$ cat config.mk
export PLATFORM = sky130hd
export DESIGN_NAME = gated_counter_timer
export DESIGN_NICKNAME = d
export VERILOG_FILES = /design/src/hdl/gated_counter_timer_pkg.sv /design/src/hdl/gated_counter_timer.sv
export SDC_FILE = /design/constraint.sdc
export NUM_CORES = 1
export LEC_CHECK = 0
export BUFFER_PORTS_ARGS = -buffer_cell sky130_fd_sc_hd__buf_4
export CORE_ASPECT_RATIO = 0.75
export CORE_MARGIN = 10
export CORE_UTILIZATION = 50
export CTS_CLUSTER_DIAMETER = 200
export DETAILED_ROUTE_END_ITERATION = 6
export PLACE_DENSITY = 0.69
export SLEW_MARGIN = 10
export SYNTH_ARGS = -nofsm -noshare
export SYNTH_HDL_FRONTEND = slang
export SYNTH_SLANG_ARGS = --single-unit
$ cat constraint.sdc
create_clock -name clock_i -period 2.1 [get_ports clock_i]
set_input_delay 0.21 -clock clock_i [delete_from_list [all_inputs] [get_ports clock_i]]
set_output_delay 0.21 -clock clock_i [all_outputs]
set_load 0.02 [all_outputs]
$ cat src/hdl/gated_counter_timer_pkg.sv
package gated_counter_timer_pkg;

    // =========================================================
    // Clock and timing
    // =========================================================
    localparam int unsigned CLK_MHZ         = 250;
    localparam int unsigned DISPLAY_PAUSE_MS = 300;   // Pause between continuous readings
    localparam int unsigned HOLD_PROC_MS     = 100;   // Result processing time in hold mode
    localparam int unsigned GATE_UNIT_US     = 100;   // One gate step
    localparam int unsigned PAUSE_CYC_DEF   = DISPLAY_PAUSE_MS * 1000 * CLK_MHZ;
    localparam int unsigned PROC_CYC_DEF    = HOLD_PROC_MS * 1000 * CLK_MHZ;
    localparam int unsigned GATE_UNIT_CYC_DEF = GATE_UNIT_US * CLK_MHZ;
    localparam int unsigned GATE_1S_UNITS   = 10000;  // Gate steps in one second
    localparam int unsigned DIGITS_1S       = 8;      // Digits at a one second gate

    // =========================================================
    // Register map (byte offsets)
    // =========================================================
    localparam logic [7:0] CTRL_OFS   = 8'h00;
    localparam logic [7:0] GATE_OFS   = 8'h04;
    localparam logic [7:0] STAT_OFS   = 8'h08;
    localparam logic [7:0] RESULT_OFS = 8'h0C;
    localparam logic [7:0] IRQ_STS_OFS = 8'h10;
    localparam logic [7:0] IRQ_MSK_OFS = 8'h14;
    localparam logic [7:0] CMD_OFS    = 8'h18;

    // CTRL and CMD fields
    localparam int unsigned CTRL_EN_BIT    = 0;
    localparam int unsigned CTRL_HOLD_BIT  = 1;
    localparam int unsigned CTRL_FALL_BIT  = 2;
    localparam int unsigned CTRL_INF_BIT   = 3;
    localparam int unsigned CTRL_FUNC_LSB  = 4;
    localparam int unsigned CMD_ARM_BIT    = 0;

    // Status / interrupt bits
    localparam int unsigned IRQ_DONE_BIT   = 0;
    localparam int unsigned IRQ_INVAL_BIT  = 1;
    localparam int unsigned IRQ_W          = 2;

    localparam logic [1:0]  RESP_OKAY   = 2'b00;
    localparam logic [1:0]  RESP_SLVERR = 2'b10;
    localparam logic [31:0] GATE_RST    = 32'h0000_2710;

    typedef enum logic [2:0] {
        FN_FREQ   = 3'h0,
        FN_PERIOD = 3'h1,
        FN_PERAVG = 3'h2,
        FN_WIDTH  = 3'h3,
        FN_TOTAL  = 3'h4
    } meas_fn_t;

    typedef enum logic [5:0] {
        ST_IDLE  = 6'b000001,
        ST_WAIT  = 6'b000010,
        ST_GATE  = 6'b000100,
        ST_PROC  = 6'b001000,
        ST_HOLD  = 6'b010000,
        ST_PAUSE = 6'b100000
    } meas_state_t;

    typedef struct packed {
        logic       enable;
        logic       hold;
        logic       fall;
        logic       infinite;
        meas_fn_t   func;
    } ctrl_t;

    typedef struct packed {
        logic       valid;
        logic       invalid;
        logic [3:0] digits;
        logic [31:0] value;
    } result_t;

endpackage : gated_counter_timer_pkg

$ cat src/hdl/gated_counter_timer.sv
// Functional notes
// - Five measurements: frequency, period, averaged period, width, totalize; gated or unbounded.
// - Continuous mode restarts after gate time plus a 300 ms display pause.
// - Hold mode takes one reading and keeps it until reset/arm.
// - Gate opens on the first valid input edge, not on arming.
// - Digits field reads eight at a gate of one second or more, seven at any shorter gate.
// - Edge select rising or falling, rising after reset.
// - Width times high pulses on rising select, low pulses on falling.
// - Reset/arm zeroes the reading and arms the next measurement.
// - Hold reading starts on valid trigger and ends at gate close.
// - Hold mode result processing takes about 100 ms per reading.
// - Continuous mode with short gates gives at most about three readings per second.
// - Gate shorter than signal period opens but yields no valid result.
// - Counter mode stops waveform generation; never both at once.
// - Counter-active indicator is high while counter mode is on.
// - Completed results are readable by the host in both modes.
`timescale 1ns/1ps
`default_nettype none

module gated_counter_timer #(
    parameter int unsigned PAUSE_CYC     = gated_counter_timer_pkg::PAUSE_CYC_DEF,
    parameter int unsigned PROC_CYC      = gated_counter_timer_pkg::PROC_CYC_DEF,
    parameter int unsigned GATE_UNIT_CYC = gated_counter_timer_pkg::GATE_UNIT_CYC_DEF
) (
    input  wire logic        clock_i,
    input  wire logic        reset_n_i,
    input  wire logic        counter_input_i,
    input  wire logic [7:0]  s_axi_awaddr_i,
    input  wire logic        s_axi_awvalid_i,
    output var  logic        s_axi_awready_o,
    input  wire logic [31:0] s_axi_wdata_i,
    input  wire logic [3:0]  s_axi_wstrb_i,
    input  wire logic        s_axi_wvalid_i,
    output var  logic        s_axi_wready_o,
    output var  logic [1:0]  s_axi_bresp_o,
    output var  logic        s_axi_bvalid_o,
    input  wire logic        s_axi_bready_i,
    input  wire logic [7:0]  s_axi_araddr_i,
    input  wire logic        s_axi_arvalid_i,
    output var  logic        s_axi_arready_o,
    output var  logic [31:0] s_axi_rdata_o,
    output var  logic [1:0]  s_axi_rresp_o,
    output var  logic        s_axi_rvalid_o,
    input  wire logic        s_axi_rready_i,
    output var  logic        counter_active_o,
    output var  logic        waveform_enable_o,
    output var  logic        irq_o
);

    // =========================================================
    // Input synchroniser
    // =========================================================
    logic [2:0] in_sync_r;
    logic       in_level_r;
    logic       rise_evt;
    logic       fall_evt;
    logic       sel_evt;

    // Three stages; the level moves only when the last two agree
    always_ff @(posedge clock_i) begin
        if (!reset_n_i) begin
            in_sync_r  <= 3'h0;
            in_level_r <= 1'b0;
        end else begin
            in_sync_r <= {in_sync_r[1:0], counter_input_i};
            if (in_sync_r[2] == in_sync_r[1]) begin
                in_level_r <= in_sync_r[2];
            end
        end
    end

    assign rise_evt = (in_sync_r[2] == in_sync_r[1]) && in_sync_r[2] && !in_level_r;
    assign fall_evt = (in_sync_r[2] == in_sync_r[1]) && !in_sync_r[2] && in_level_r;

    // =========================================================
    // Registers and bus slave
    // =========================================================
    gated_counter_timer_pkg::ctrl_t   ctrl_r;
    gated_counter_timer_pkg::result_t result_r;
    gated_counter_timer_pkg::meas_state_t state_r;
    logic [31:0]                      gate_units_r;
    logic [gated_counter_timer_pkg::IRQ_W-1:0] irq_sts_r;
    logic [gated_counter_timer_pkg::IRQ_W-1:0] irq_msk_r;
    logic [gated_counter_timer_pkg::IRQ_W-1:0] irq_evt;
    logic        aw_hold_r;
    logic        w_hold_r;
    logic [7:0]  awaddr_r;
    logic [31:0] wdata_r;
    logic        wr_fire;
    logic        arm_pulse;
    logic [31:0] rd_mux;
    logic        rd_ok;

    assign wr_fire   = aw_hold_r && w_hold_r && !s_axi_bvalid_o;
    assign arm_pulse = wr_fire && (awaddr_r == gated_counter_timer_pkg::CMD_OFS)
                       && wdata_r[gated_counter_timer_pkg::CMD_ARM_BIT];

    // Address and data are latched independently, in either order
    always_ff @(posedge clock_i) begin
        if (!reset_n_i) begin
            aw_hold_r       <= 1'b0;
            w_hold_r        <= 1'b0;
            awaddr_r        <= 8'h00;
            wdata_r         <= 32'h0000_0000;
            s_axi_awready_o <= 1'b0;
            s_axi_wready_o  <= 1'b0;
            s_axi_bvalid_o  <= 1'b0;
            s_axi_bresp_o   <= gated_counter_timer_pkg::RESP_OKAY;
        end else begin
            s_axi_awready_o <= !aw_hold_r && !s_axi_awready_o && s_axi_awvalid_i;
            s_axi_wready_o  <= !w_hold_r && !s_axi_wready_o && s_axi_wvalid_i;
            if (s_axi_awvalid_i && s_axi_awready_o) begin
                aw_hold_r <= 1'b1;
                awaddr_r  <= s_axi_awaddr_i;
            end
            if (s_axi_wvalid_i && s_axi_wready_o) begin
                w_hold_r <= 1'b1;
                wdata_r  <= s_axi_wdata_i;
            end
            if (wr_fire) begin
                s_axi_bvalid_o <= 1'b1;
                s_axi_bresp_o  <= (awaddr_r <= gated_counter_timer_pkg::CMD_OFS
                                   && awaddr_r[1:0] == 2'b00)
                                  ? gated_counter_timer_pkg::RESP_OKAY
                                  : gated_counter_timer_pkg::RESP_SLVERR;
            end else if (s_axi_bvalid_o && s_axi_bready_i) begin
                s_axi_bvalid_o <= 1'b0;
                aw_hold_r      <= 1'b0;
                w_hold_r       <= 1'b0;
            end
        end
    end

    // Writable configuration; byte strobes ignored on every field
    always_ff @(posedge clock_i) begin
        if (!reset_n_i) begin
            ctrl_r       <= '{enable: 1'b0, hold: 1'b0, fall: 1'b0, infinite: 1'b0,
                              func: gated_counter_timer_pkg::FN_FREQ};
            gate_units_r <= gated_counter_timer_pkg::GATE_RST;
            irq_msk_r    <= '0;
        end else if (wr_fire) begin
            case (awaddr_r)
                gated_counter_timer_pkg::CTRL_OFS: begin
                    ctrl_r.enable   <= wdata_r[gated_counter_timer_pkg::CTRL_EN_BIT];
                    ctrl_r.hold     <= wdata_r[gated_counter_timer_pkg::CTRL_HOLD_BIT];
                    ctrl_r.fall     <= wdata_r[gated_counter_timer_pkg::CTRL_FALL_BIT];
                    ctrl_r.infinite <= wdata_r[gated_counter_timer_pkg::CTRL_INF_BIT];
                    ctrl_r.func     <= gated_counter_timer_pkg::meas_fn_t'(
                        wdata_r[gated_counter_timer_pkg::CTRL_FUNC_LSB +: 3]);
                end
                gated_counter_timer_pkg::GATE_OFS:   gate_units_r <= wdata_r;
                gated_counter_timer_pkg::IRQ_MSK_OFS:
                    irq_msk_r <= wdata_r[gated_counter_timer_pkg::IRQ_W-1:0];
                default: ;
            endcase
        end
    end

    // Read decode
    always_comb begin
        rd_ok  = 1'b1;
        rd_mux = 32'h0000_0000;
        case (s_axi_araddr_i)
            gated_counter_timer_pkg::CTRL_OFS:
                rd_mux = {25'h0, ctrl_r.func, ctrl_r.infinite, ctrl_r.fall,
                          ctrl_r.hold, ctrl_r.enable};
            gated_counter_timer_pkg::GATE_OFS:   rd_mux = gate_units_r;
            gated_counter_timer_pkg::STAT_OFS:
                rd_mux = {20'h0, result_r.digits, 2'h0, state_r};
            gated_counter_timer_pkg::RESULT_OFS: rd_mux = result_r.value;
            gated_counter_timer_pkg::IRQ_STS_OFS: rd_mux = {30'h0, irq_sts_r};
            gated_counter_timer_pkg::IRQ_MSK_OFS: rd_mux = {30'h0, irq_msk_r};
            gated_counter_timer_pkg::CMD_OFS:    rd_mux = 32'h0000_0000;
            default: rd_ok = 1'b0;
        endcase
    end

    // Read channel answers two cycles after arvalid
    always_ff @(posedge clock_i) begin
        if (!reset_n_i) begin
            s_axi_arready_o <= 1'b0;
            s_axi_rvalid_o  <= 1'b0;
            s_axi_rdata_o   <= 32'h0000_0000;
            s_axi_rresp_o   <= gated_counter_timer_pkg::RESP_OKAY;
        end else begin
            s_axi_arready_o <= s_axi_arvalid_i && !s_axi_arready_o && !s_axi_rvalid_o;
            if (s_axi_arvalid_i && s_axi_arready_o) begin
                s_axi_rvalid_o <= 1'b1;
                s_axi_rdata_o  <= rd_mux;
                s_axi_rresp_o  <= rd_ok ? gated_counter_timer_pkg::RESP_OKAY
                                        : gated_counter_timer_pkg::RESP_SLVERR;
            end else if (s_axi_rvalid_o && s_axi_rready_i) begin
                s_axi_rvalid_o <= 1'b0;
            end
        end
    end

    // =========================================================
    // Measurement engine
    // =========================================================
    logic [31:0] unit_cnt_r;
    logic [31:0] units_r;
    logic [31:0] wait_cnt_r;
    logic [31:0] ref_cnt_r;
    logic [31:0] edge_cnt_r;
    logic [31:0] span_ref_r;
    logic        trig_evt;
    logic        width_end_evt;
    logic        gate_done;
    logic        timed_fn;

    assign trig_evt      = ctrl_r.fall ? fall_evt : rise_evt;
    assign width_end_evt = ctrl_r.fall ? rise_evt : fall_evt;
    assign timed_fn      = (ctrl_r.func == gated_counter_timer_pkg::FN_PERIOD)
                           || (ctrl_r.func == gated_counter_timer_pkg::FN_WIDTH);
    // Period and width gates close on the edge that ends the span; an infinite counting gate never closes
    assign gate_done = timed_fn ? (ctrl_r.func == gated_counter_timer_pkg::FN_WIDTH
                                   ? width_end_evt : trig_evt)
                     : (!ctrl_r.infinite && units_r >= gate_units_r);

    // Gate timing in coarse steps keeps the comparator narrow
    always_ff @(posedge clock_i) begin
        if (!reset_n_i || state_r != gated_counter_timer_pkg::ST_GATE) begin
            unit_cnt_r <= 32'h0000_0000;
            units_r    <= 32'h0000_0000;
        end else if (unit_cnt_r == GATE_UNIT_CYC - 1) begin
            unit_cnt_r <= 32'h0000_0000;
            units_r    <= units_r + 32'h0000_0001;
        end else begin
            unit_cnt_r <= unit_cnt_r + 32'h0000_0001;
        end
    end

    // Sequencer: idle, wait trigger, gate, process, hold or pause
    always_ff @(posedge clock_i) begin
        if (!reset_n_i || !ctrl_r.enable) begin
            state_r    <= gated_counter_timer_pkg::ST_IDLE;
            wait_cnt_r <= 32'h0000_0000;
        end else begin
            case (state_r)
                gated_counter_timer_pkg::ST_IDLE: state_r <= gated_counter_timer_pkg::ST_WAIT;
                gated_counter_timer_pkg::ST_WAIT: begin
                    if (arm_pulse) state_r <= gated_counter_timer_pkg::ST_WAIT;
                    else if (trig_evt) state_r <= gated_counter_timer_pkg::ST_GATE;
                end
                gated_counter_timer_pkg::ST_GATE: begin
                    wait_cnt_r <= 32'h0000_0000;
                    if (arm_pulse) state_r <= gated_counter_timer_pkg::ST_WAIT;
                    else if (gate_done) state_r <= gated_counter_timer_pkg::ST_PROC;
                end
                gated_counter_timer_pkg::ST_PROC: begin
                    wait_cnt_r <= wait_cnt_r + 32'h0000_0001;
                    if (arm_pulse) state_r <= gated_counter_timer_pkg::ST_WAIT;
                    else if (wait_cnt_r >= PROC_CYC - 1) begin
                        wait_cnt_r <= 32'h0000_0000;
                        state_r <= ctrl_r.hold ? gated_counter_timer_pkg::ST_HOLD
                                               : gated_counter_timer_pkg::ST_PAUSE;
                    end
                end
                gated_counter_timer_pkg::ST_HOLD: begin
                    if (arm_pulse) state_r <= gated_counter_timer_pkg::ST_WAIT;
                end
                gated_counter_timer_pkg::ST_PAUSE: begin
                    wait_cnt_r <= wait_cnt_r + 32'h0000_0001;
                    if (arm_pulse) state_r <= gated_counter_timer_pkg::ST_WAIT;
                    else if (wait_cnt_r + PROC_CYC >= PAUSE_CYC - 1)
                        state_r <= gated_counter_timer_pkg::ST_WAIT;
                end
                default: state_r <= gated_counter_timer_pkg::ST_IDLE;
            endcase
        end
    end

    // Reference clocks and input edges counted while the gate is open
    always_ff @(posedge clock_i) begin
        if (!reset_n_i || state_r == gated_counter_timer_pkg::ST_WAIT) begin
            ref_cnt_r  <= 32'h0000_0000;
            edge_cnt_r <= 32'h0000_0000;
            span_ref_r <= 32'h0000_0000;
        end else if (state_r == gated_counter_timer_pkg::ST_GATE) begin
            ref_cnt_r <= ref_cnt_r + 32'h0000_0001;
            if (trig_evt) begin
                edge_cnt_r <= edge_cnt_r + 32'h0000_0001;
                span_ref_r <= ref_cnt_r + 32'h0000_0001;
            end
        end
    end

    // Result selection per function; zeroed by reset/arm
    always_ff @(posedge clock_i) begin
        if (!reset_n_i || arm_pulse) begin
            result_r <= '0;
        end else if (state_r == gated_counter_timer_pkg::ST_GATE && gate_done) begin
            result_r.valid  <= 1'b1;
            // Digits follow the programmed gate, not the time the span took
            result_r.digits <= (gate_units_r >= gated_counter_timer_pkg::GATE_1S_UNITS)
                ? 4'(gated_counter_timer_pkg::DIGITS_1S)
                : 4'(gated_counter_timer_pkg::DIGITS_1S - 1);
            result_r.invalid <= 1'b0;
            case (ctrl_r.func)
                gated_counter_timer_pkg::FN_FREQ,
                gated_counter_timer_pkg::FN_TOTAL:  result_r.value <= edge_cnt_r;
                gated_counter_timer_pkg::FN_PERIOD,
                gated_counter_timer_pkg::FN_WIDTH:  result_r.value <= ref_cnt_r + 32'h1;
                gated_counter_timer_pkg::FN_PERAVG: begin
                    // Average left as span over edges: host divides, saves a divider
                    result_r.value <= span_ref_r;
                    result_r.invalid <= (edge_cnt_r == 32'h0000_0000);
                end
                default: result_r.value <= 32'h0000_0000;
            endcase
            if (!timed_fn && edge_cnt_r == 32'h0000_0000) begin
                result_r.valid   <= 1'b0;
                result_r.invalid <= 1'b1;
            end
        end
    end

    // =========================================================
    // Interrupts and indicators
    // =========================================================
    assign irq_evt[gated_counter_timer_pkg::IRQ_DONE_BIT] =
        state_r == gated_counter_timer_pkg::ST_PROC && wait_cnt_r == 32'h0000_0000;
    assign irq_evt[gated_counter_timer_pkg::IRQ_INVAL_BIT] =
        irq_evt[gated_counter_timer_pkg::IRQ_DONE_BIT] && result_r.invalid;

    // Write one to clear; a same-cycle event wins
    always_ff @(posedge clock_i) begin
        if (!reset_n_i) begin
            irq_sts_r <= '0;
        end else begin
            irq_sts_r <= (irq_sts_r & ~((wr_fire && awaddr_r == gated_counter_timer_pkg::IRQ_STS_OFS)
                          ? wdata_r[gated_counter_timer_pkg::IRQ_W-1:0] : 2'b00)) | irq_evt;
        end
    end

    // Counter mode and waveform output are mutually exclusive
    always_ff @(posedge clock_i) begin
        if (!reset_n_i) begin
            counter_active_o  <= 1'b0;
            waveform_enable_o <= 1'b0;
            irq_o             <= 1'b0;
        end else begin
            counter_active_o  <= ctrl_r.enable;
            waveform_enable_o <= !ctrl_r.enable;
            irq_o             <= |(irq_sts_r & irq_msk_r);
        end
    end

endmodule : gated_counter_timer

`default_nettype wire

======== Word-level counts from Yosys, hierarchy flattened ========
Index checks and enable logic that the tools add are counted.
operators by class
  bitwise logic cells ..................... 4
  $lt $le $gt $ge ......................... 5
  reductions and logical operators ........ 63
  $add $sub $neg .......................... 6
  muxes and demuxes ....................... 37
  equality and inequality tests ........... 28
operators by type and width
  kind                                                                              number
  32-bit one-hot mux with 3 select lines                                            2
  32-bit one-hot mux with 6 select lines                                            1
  32-bit by 1-bit adder with 32-bit output, second input constant                   5
  32-bit zero test                                                                  2
  32-bit two-way mux                                                                2
  6-bit two-way mux                                                                 10
  8-bit by 5-bit equality test with 1-bit output, second input constant             6
  6-bit one-hot mux with 6 select lines                                             1
  32-bit by 25-bit adder with 32-bit output, second input constant                  1
  32-bit by 15-bit equality test with 1-bit output, second input constant           1
  32-bit by 14-bit >= comparator with 1-bit output, second input constant           1
  32-bit by 25-bit >= comparator with 1-bit output, second input constant           1
  32-bit by 27-bit >= comparator with 1-bit output, second input constant           1
  32-bit >= comparator                                                              1
  1-bit logical AND                                                                 26
  1-bit two-way mux                                                                 17
  8-bit by 3-bit equality test with 1-bit output, second input constant             2
  8-bit by 4-bit equality test with 1-bit output, second input constant             2
  8-bit zero test                                                                   2
  1-bit zero test                                                                   13
  3-bit != test, second input constant                                              4
  8-bit by 5-bit less-or-equal comparator with 1-bit output, second input constant  1
  2-bit AND reduction                                                               4
  2-bit OR reduction                                                                4
  other kinds (24)                                                                  33
word-level totals
  bits in registers ....................... 368
  logic and storage cells ................. 178
  output and inout port bits .............. 44
  input bits .............................. 60

======== Logic depth before layout (Yosys ltp) ========
  depth in word-level cells ............... 9
  gate-level depth with buffers ........... 10
  gate-level depth less buffers ........... 9

======== Worst setup path before layout ========
No wires, ideal clock.
  kind .................................... register -> register
  start point ............................. register wait_cnt_r[11]
  end point ............................... register state_r[1]
  cell stages (with the launch flop) ...... 8
  data required time ...................... 2.039 ns
  arrival ................................. 2.166 ns
  clock period less this slack ............ 2.227 ns
  setup slack ............................. -0.127 ns
  setup time .............................. 0.061 ns
  buffers on the path ..................... 0
  cells stage by stage .................... dfxtp_1 > or4_4 > a211oi_2 > nor2_2 > o211a_1 > o2111a_1 > o311ai_1 > and4_1
between the ends
  cells in the longest elaborated chain, start to end .. 4
  elaborated cells on any way between the ends .. 6
  those cells by class .................... add/sub: 1; order compare: 2; eq/ne: 2; reduce/logical: 1
RTL lines
  item                                              line                        source
  from (decl)                                       gated_counter_timer.sv:203  logic [31:0] wait_cnt_r;
  from (signal assigned)                            gated_counter_timer.sv:252  wait_cnt_r <= wait_cnt_r + 32'h0000_0001;
  from (signal assigned)                            gated_counter_timer.sv:264  wait_cnt_r <= wait_cnt_r + 32'h0000_0001;
  32-bit by 25-bit adder with 32-bit output         gated_counter_timer.sv:266  else if (wait_cnt_r + PROC_CYC >= PAUSE_CYC - 1)
  32-bit by 27-bit >= comparator with 1-bit output  gated_counter_timer.sv:266
  3-bit != test (no source line)                    n/a
  5-bit AND reduction (no source line) (*)          n/a
  to (signal assigned)                              gated_counter_timer.sv:265  if (arm_pulse) state_r <= gated_counter_timer_pkg::ST_WAIT;
  to (signal assigned)                              gated_counter_timer.sv:267  state_r <= gated_counter_timer_pkg::ST_WAIT;
  to (signal assigned)                              gated_counter_timer.sv:269  default: state_r <= gated_counter_timer_pkg::ST_IDLE;
  to (decl)                                         gated_counter_timer.sv:80   gated_counter_timer_pkg::meas_state_t state_r;
Mark *: on every way between the ends. The rest lies on a longest branch, timed or not.
A chain may end at the register's enable or synchronous reset.

======== Worst setup path after layout ========
  start point ............................. register gate_units_r[10]
  end point ............................... register result_r[30] in the netlist's numbering
between the ends
  cells in the longest elaborated chain, start to end .. 4
RTL lines
  item                    line                        source
  from (decl)             gated_counter_timer.sv:81   logic [31:0] gate_units_r;
  from (signal assigned)  gated_counter_timer.sv:139  gate_units_r <= gated_counter_timer_pkg::GATE_RST;
  from (signal assigned)  gated_counter_timer.sv:151  gated_counter_timer_pkg::GATE_OFS: gate_units_r <= wdata_r;
  32-bit >= comparator    gated_counter_timer.sv:219  : (!ctrl_r.infinite && units_r >= gate_units_r);
  1-bit logical AND       gated_counter_timer.sv:219
  1-bit two-way mux       gated_counter_timer.sv:217  assign gate_done = timed_fn ? (ctrl_r.func == gated_counter_timer_pkg::FN_WIDTH
  1-bit logical AND       gated_counter_timer.sv:293  end else if (state_r == gated_counter_timer_pkg::ST_GATE && gate_done) begin
  to (decl)               gated_counter_timer.sv:79   gated_counter_timer_pkg::result_t result_r;
No other way between the ends.

==> results.yml <==
run_status:
  status: "finished with violations"
  violations: "negative setup slack"
synth:
  synthTopCellsByCount: "dfxtp_1 (364), nand2_1 (278), nor2_1 (220), clkbuf_1 (103), xor2_1 (102)"
  synth_area_mm2: 0.0175
  syn_inst: 2119
  synth.top_cell.area_share: 0.417
  avgSynthCellArea_um2: 8.25
  synth_area_leader_cell: "dfxtp_1"
  synth_edf_count: 0
  ys_top_cells_by_area: "dfxtp_1 (42%), nand2_1 (6.0%), xor2_1 (5.1%), nor2_1 (4.7%), xnor2_1 (3.4%)"
  yosys_warnings: 0
  ys_seq_elements: 364
  synth_ff_type: "dfxtp_1"
  async_flop_share: 0
  ys_seq_area_frac: 0.417
  synth.distinct_cells: 74
  yosysMostFrequentCell: "dfxtp_1"
floorplanning:
  num_rows: 59
  core_area_mm2: 0.0346
  start_util: 0.505
  die_area_mm2: 0.0429
  die_w_um: 236
  io_pins: 104
  fp.dieH_um: 182
clocking:
  cts_tree: "yes"
  cts_buffers: 38
  worstSkewPairLatency_ns: 0.54
  clock-root-buffer: "clkbuf_16"
  cts_htree_levels: 2
  path_clk_slew_ns: 0.07
  clock_path_buffers: 3
  clock-sinks: 364
setup_path:
  cp-end-kind: "register"
  cpMaxStageDelayCell: "dfxtp_2"
  worst_path_largest_cell_delay_ns: 0.34
  r2r_setup_slack_ns: -0.21
  path_cells: "inv_2 > ha_4 > and4_4 > nand3_2 > a21oi_2 > and4b_2 > o221ai_4 > buf_6 > buf_12 > o2111ai_4 > o211a_1"
  start_kind: "register"
  reg2reg_to: "result_r[30]$_SDFFE_PP0P_"
  reg2reg_from: "gate_units_r[10]$_SDFFE_PN1P_"
  crit_type: "reg2reg"
  reg2reg_depth: 11
  crit_arrival_ns: 2.75
  path_max_fanout: 5
  crit_required_ns: 2.54
cells_and_area:
  syn_to_final_growth_pct: 37.0
  fin_util: 0.692
  ff_latch_area_mm2: 0.00734
  finish.net_count: 2577
  layout-drive-gt1-share: 0.287
  finalInstanceArea_mm2: 0.0240
  multi_input_area_mm2: 0.0106
  fill_cells: 2572
  stdcell_count: 2964
min_path:
  min_path_cells: 2
  hold-path-endpoint: "s_axi_awready_o$_SDFF_PN0_"
  worstHoldPathType: "in2reg"
  hp-start: "s_axi_awvalid_i"
route:
  drc: 0
  via_count: 16900
  drt-initial-drc-count: 1487
  ant_nets: 0
  wirelength_um: 56000
  vias_per_cell: 5.70
  first_pass_iters: 7
  wl_per_cell_um: 18.9
pwr:
  irDropWorstVdd_uv: 594
  p_leak_nw: 8.82
  powerDensity_mw_per_mm2: 603
grt:
  antenna_found_initial: 2
  grt_pass1_wl_um: 87400
  grt_max_degree: 65
  overflow: 0
  grt_pass1_vias: 16200
  grt_usage: 0.246
timing:
  slew_violations: 0
  fin_crit_ns: 2.31
  tns_ns: -4.98
  timing.fmax_mhz: 433
  clock-skew-final_ns: 0.0176
  worst_pin_slew_ns: 0.571
  finalCritPeriodShare: 1.10
  fin_ws_ns: -0.208
  rsz0062_at_grt: "yes"
  worst_hold_slack_ns: 0.0220
  finalSetupViolations: 46
  relSlewSlack: 0.616
  hold_viol_final: 0
placement:
  hpwlAfterDp_um: 39000
  io_buffers: 97
  postPlaceCellArea_mm2: 0.0206
  gp_congestion: 0.889
  place_inst: 2824
job:
  drv_cap: 0
## logic make-up after synthesis
family,share of synthesized area
buffers and inverters,0.0430
AOI/OAI and AO/OA,0.160
other,0.000214
muxes,0.0100
adders and majority gates,0.0293
and+or+nand+nor,0.256
DFF,0.417
xor gates and xnor gates,0.0851
## stage by stage
stage | power, mW | setup WS, ns
global route | 14.9 | -0.295
detailed placement | 7.45 | -0.403
finish | 14.5 | -0.208
CTS | 14.5 | -0.148
global placement | 7.44 | -0.303
floorplan | 7.28 | -0.0546
## power by group
group | switching [mW] | internal, mW | total (mW)
Combinational | 0.207 | 0.205 | 0.412
Sequential | 0.0316 | 6.93 | 6.97
Clock | 2.92 | 4.15 | 7.08
Total | 3.16 | 11.3 | 14.5
## state kept, by name, summed over array words and instances, names as in the netlist, 3 cells and up
register and flops:
wdata_r 32, s_axi_rdata_o 32, in_sync_r 3, span_ref_r 32, state_r 6, edge_cnt_r 32, wait_cnt_r 32, units_r 32
unit_cnt_r 32, awaddr_r 8, ref_cnt_r 32, gate_units_r 32, ctrl_r 7, result_r 35
## per-layer routing
layer  up-vias  GRT usage  share of wire
li1       8108          -              -
met1      8043      0.343           0.45
met2       642      0.369           0.44
met3       115     0.0525          0.083
met4         0     0.0816          0.027
met5         -          0              0
## worst max-delay path, delay by kind of cell, from the launching register on
family	cells	cell delay, ns
AO/OA/AOI/OAI	4	0.64
flip-flops	1	0.34
AND/OR/NAND/NOR	3	0.58
buffers and inverters	3	0.38
adder cells (fa/ha/maj)	1	0.26
## cell type report
class | instances | share of cell area
Clock buffer | 50 | 0.0467
Tap cell | 457 | 0.0239
Multi-Input combinational cell | 1562 | 0.443
Antenna cell | 2 | 0.000209
Timing Repair Buffer | 449 | 0.162
Inverter | 61 | 0.00956
Sequential cell | 364 | 0.306
Clock inverter | 19 | 0.00825
## cell usage in the layout, fill, tap and decap left out, types with 21 or more instances in the layout
cell type,synthesis,final
xnor2_1,68,67
buf_4,2,367
inv_1,61,50
nor3_2,1,30
a22oi_1,55,55
a21oi_1,81,39
a211oi_1,43,30
nand3_1,82,75
a21boi_0,75,75
o21ai_0,62,58
nor2b_1,21,21
nor2_1,220,212
xor2_1,102,102
nand4_1,48,48
dfxtp_2,0,32
a21oi_2,0,38
nand2_1,278,275
and3_1,40,34
clkbuf_16,0,43
dfxtp_1,364,329
dlygate4sd3_1,0,45
nor3_1,70,33
and2_1,50,43
## worst max-delay path by stage
stage	slack [ns]	to	startpoint	cells after the start
floorplan	-0.05	result_r[11]$_SDFFE_PP0P_	gate_units_r[7]$_SDFFE_PN0P_	10
global placement	-0.30	result_r[24]$_SDFFE_PP0P_	gate_units_r[9]$_SDFFE_PN1P_	9
detailed placement	-0.40	result_r[23]$_SDFFE_PP0P_	gate_units_r[9]$_SDFFE_PN1P_	9
CTS	-0.15	result_r[20]$_SDFFE_PP0P_	gate_units_r[5]$_SDFFE_PN0P_	11
global route	-0.29	result_r[30]$_SDFFE_PP0P_	gate_units_r[26]$_SDFFE_PN0P_	11
finish	-0.21	result_r[30]$_SDFFE_PP0P_	gate_units_r[10]$_SDFFE_PN1P_	11
## repair_timing
item | in CTS | in global routing
hold buffers | 45 | 0
pin swaps | 68 | 40
gates resized for setup | 124 | 153
gates cloned | 4 | 2
endpoints found under the hold margin | 45 | 0
buffers inserted | 12 | 7
endpoints found under the setup margin | 84 | 173
Note: power is estimated with default switching activity, not from simulation.
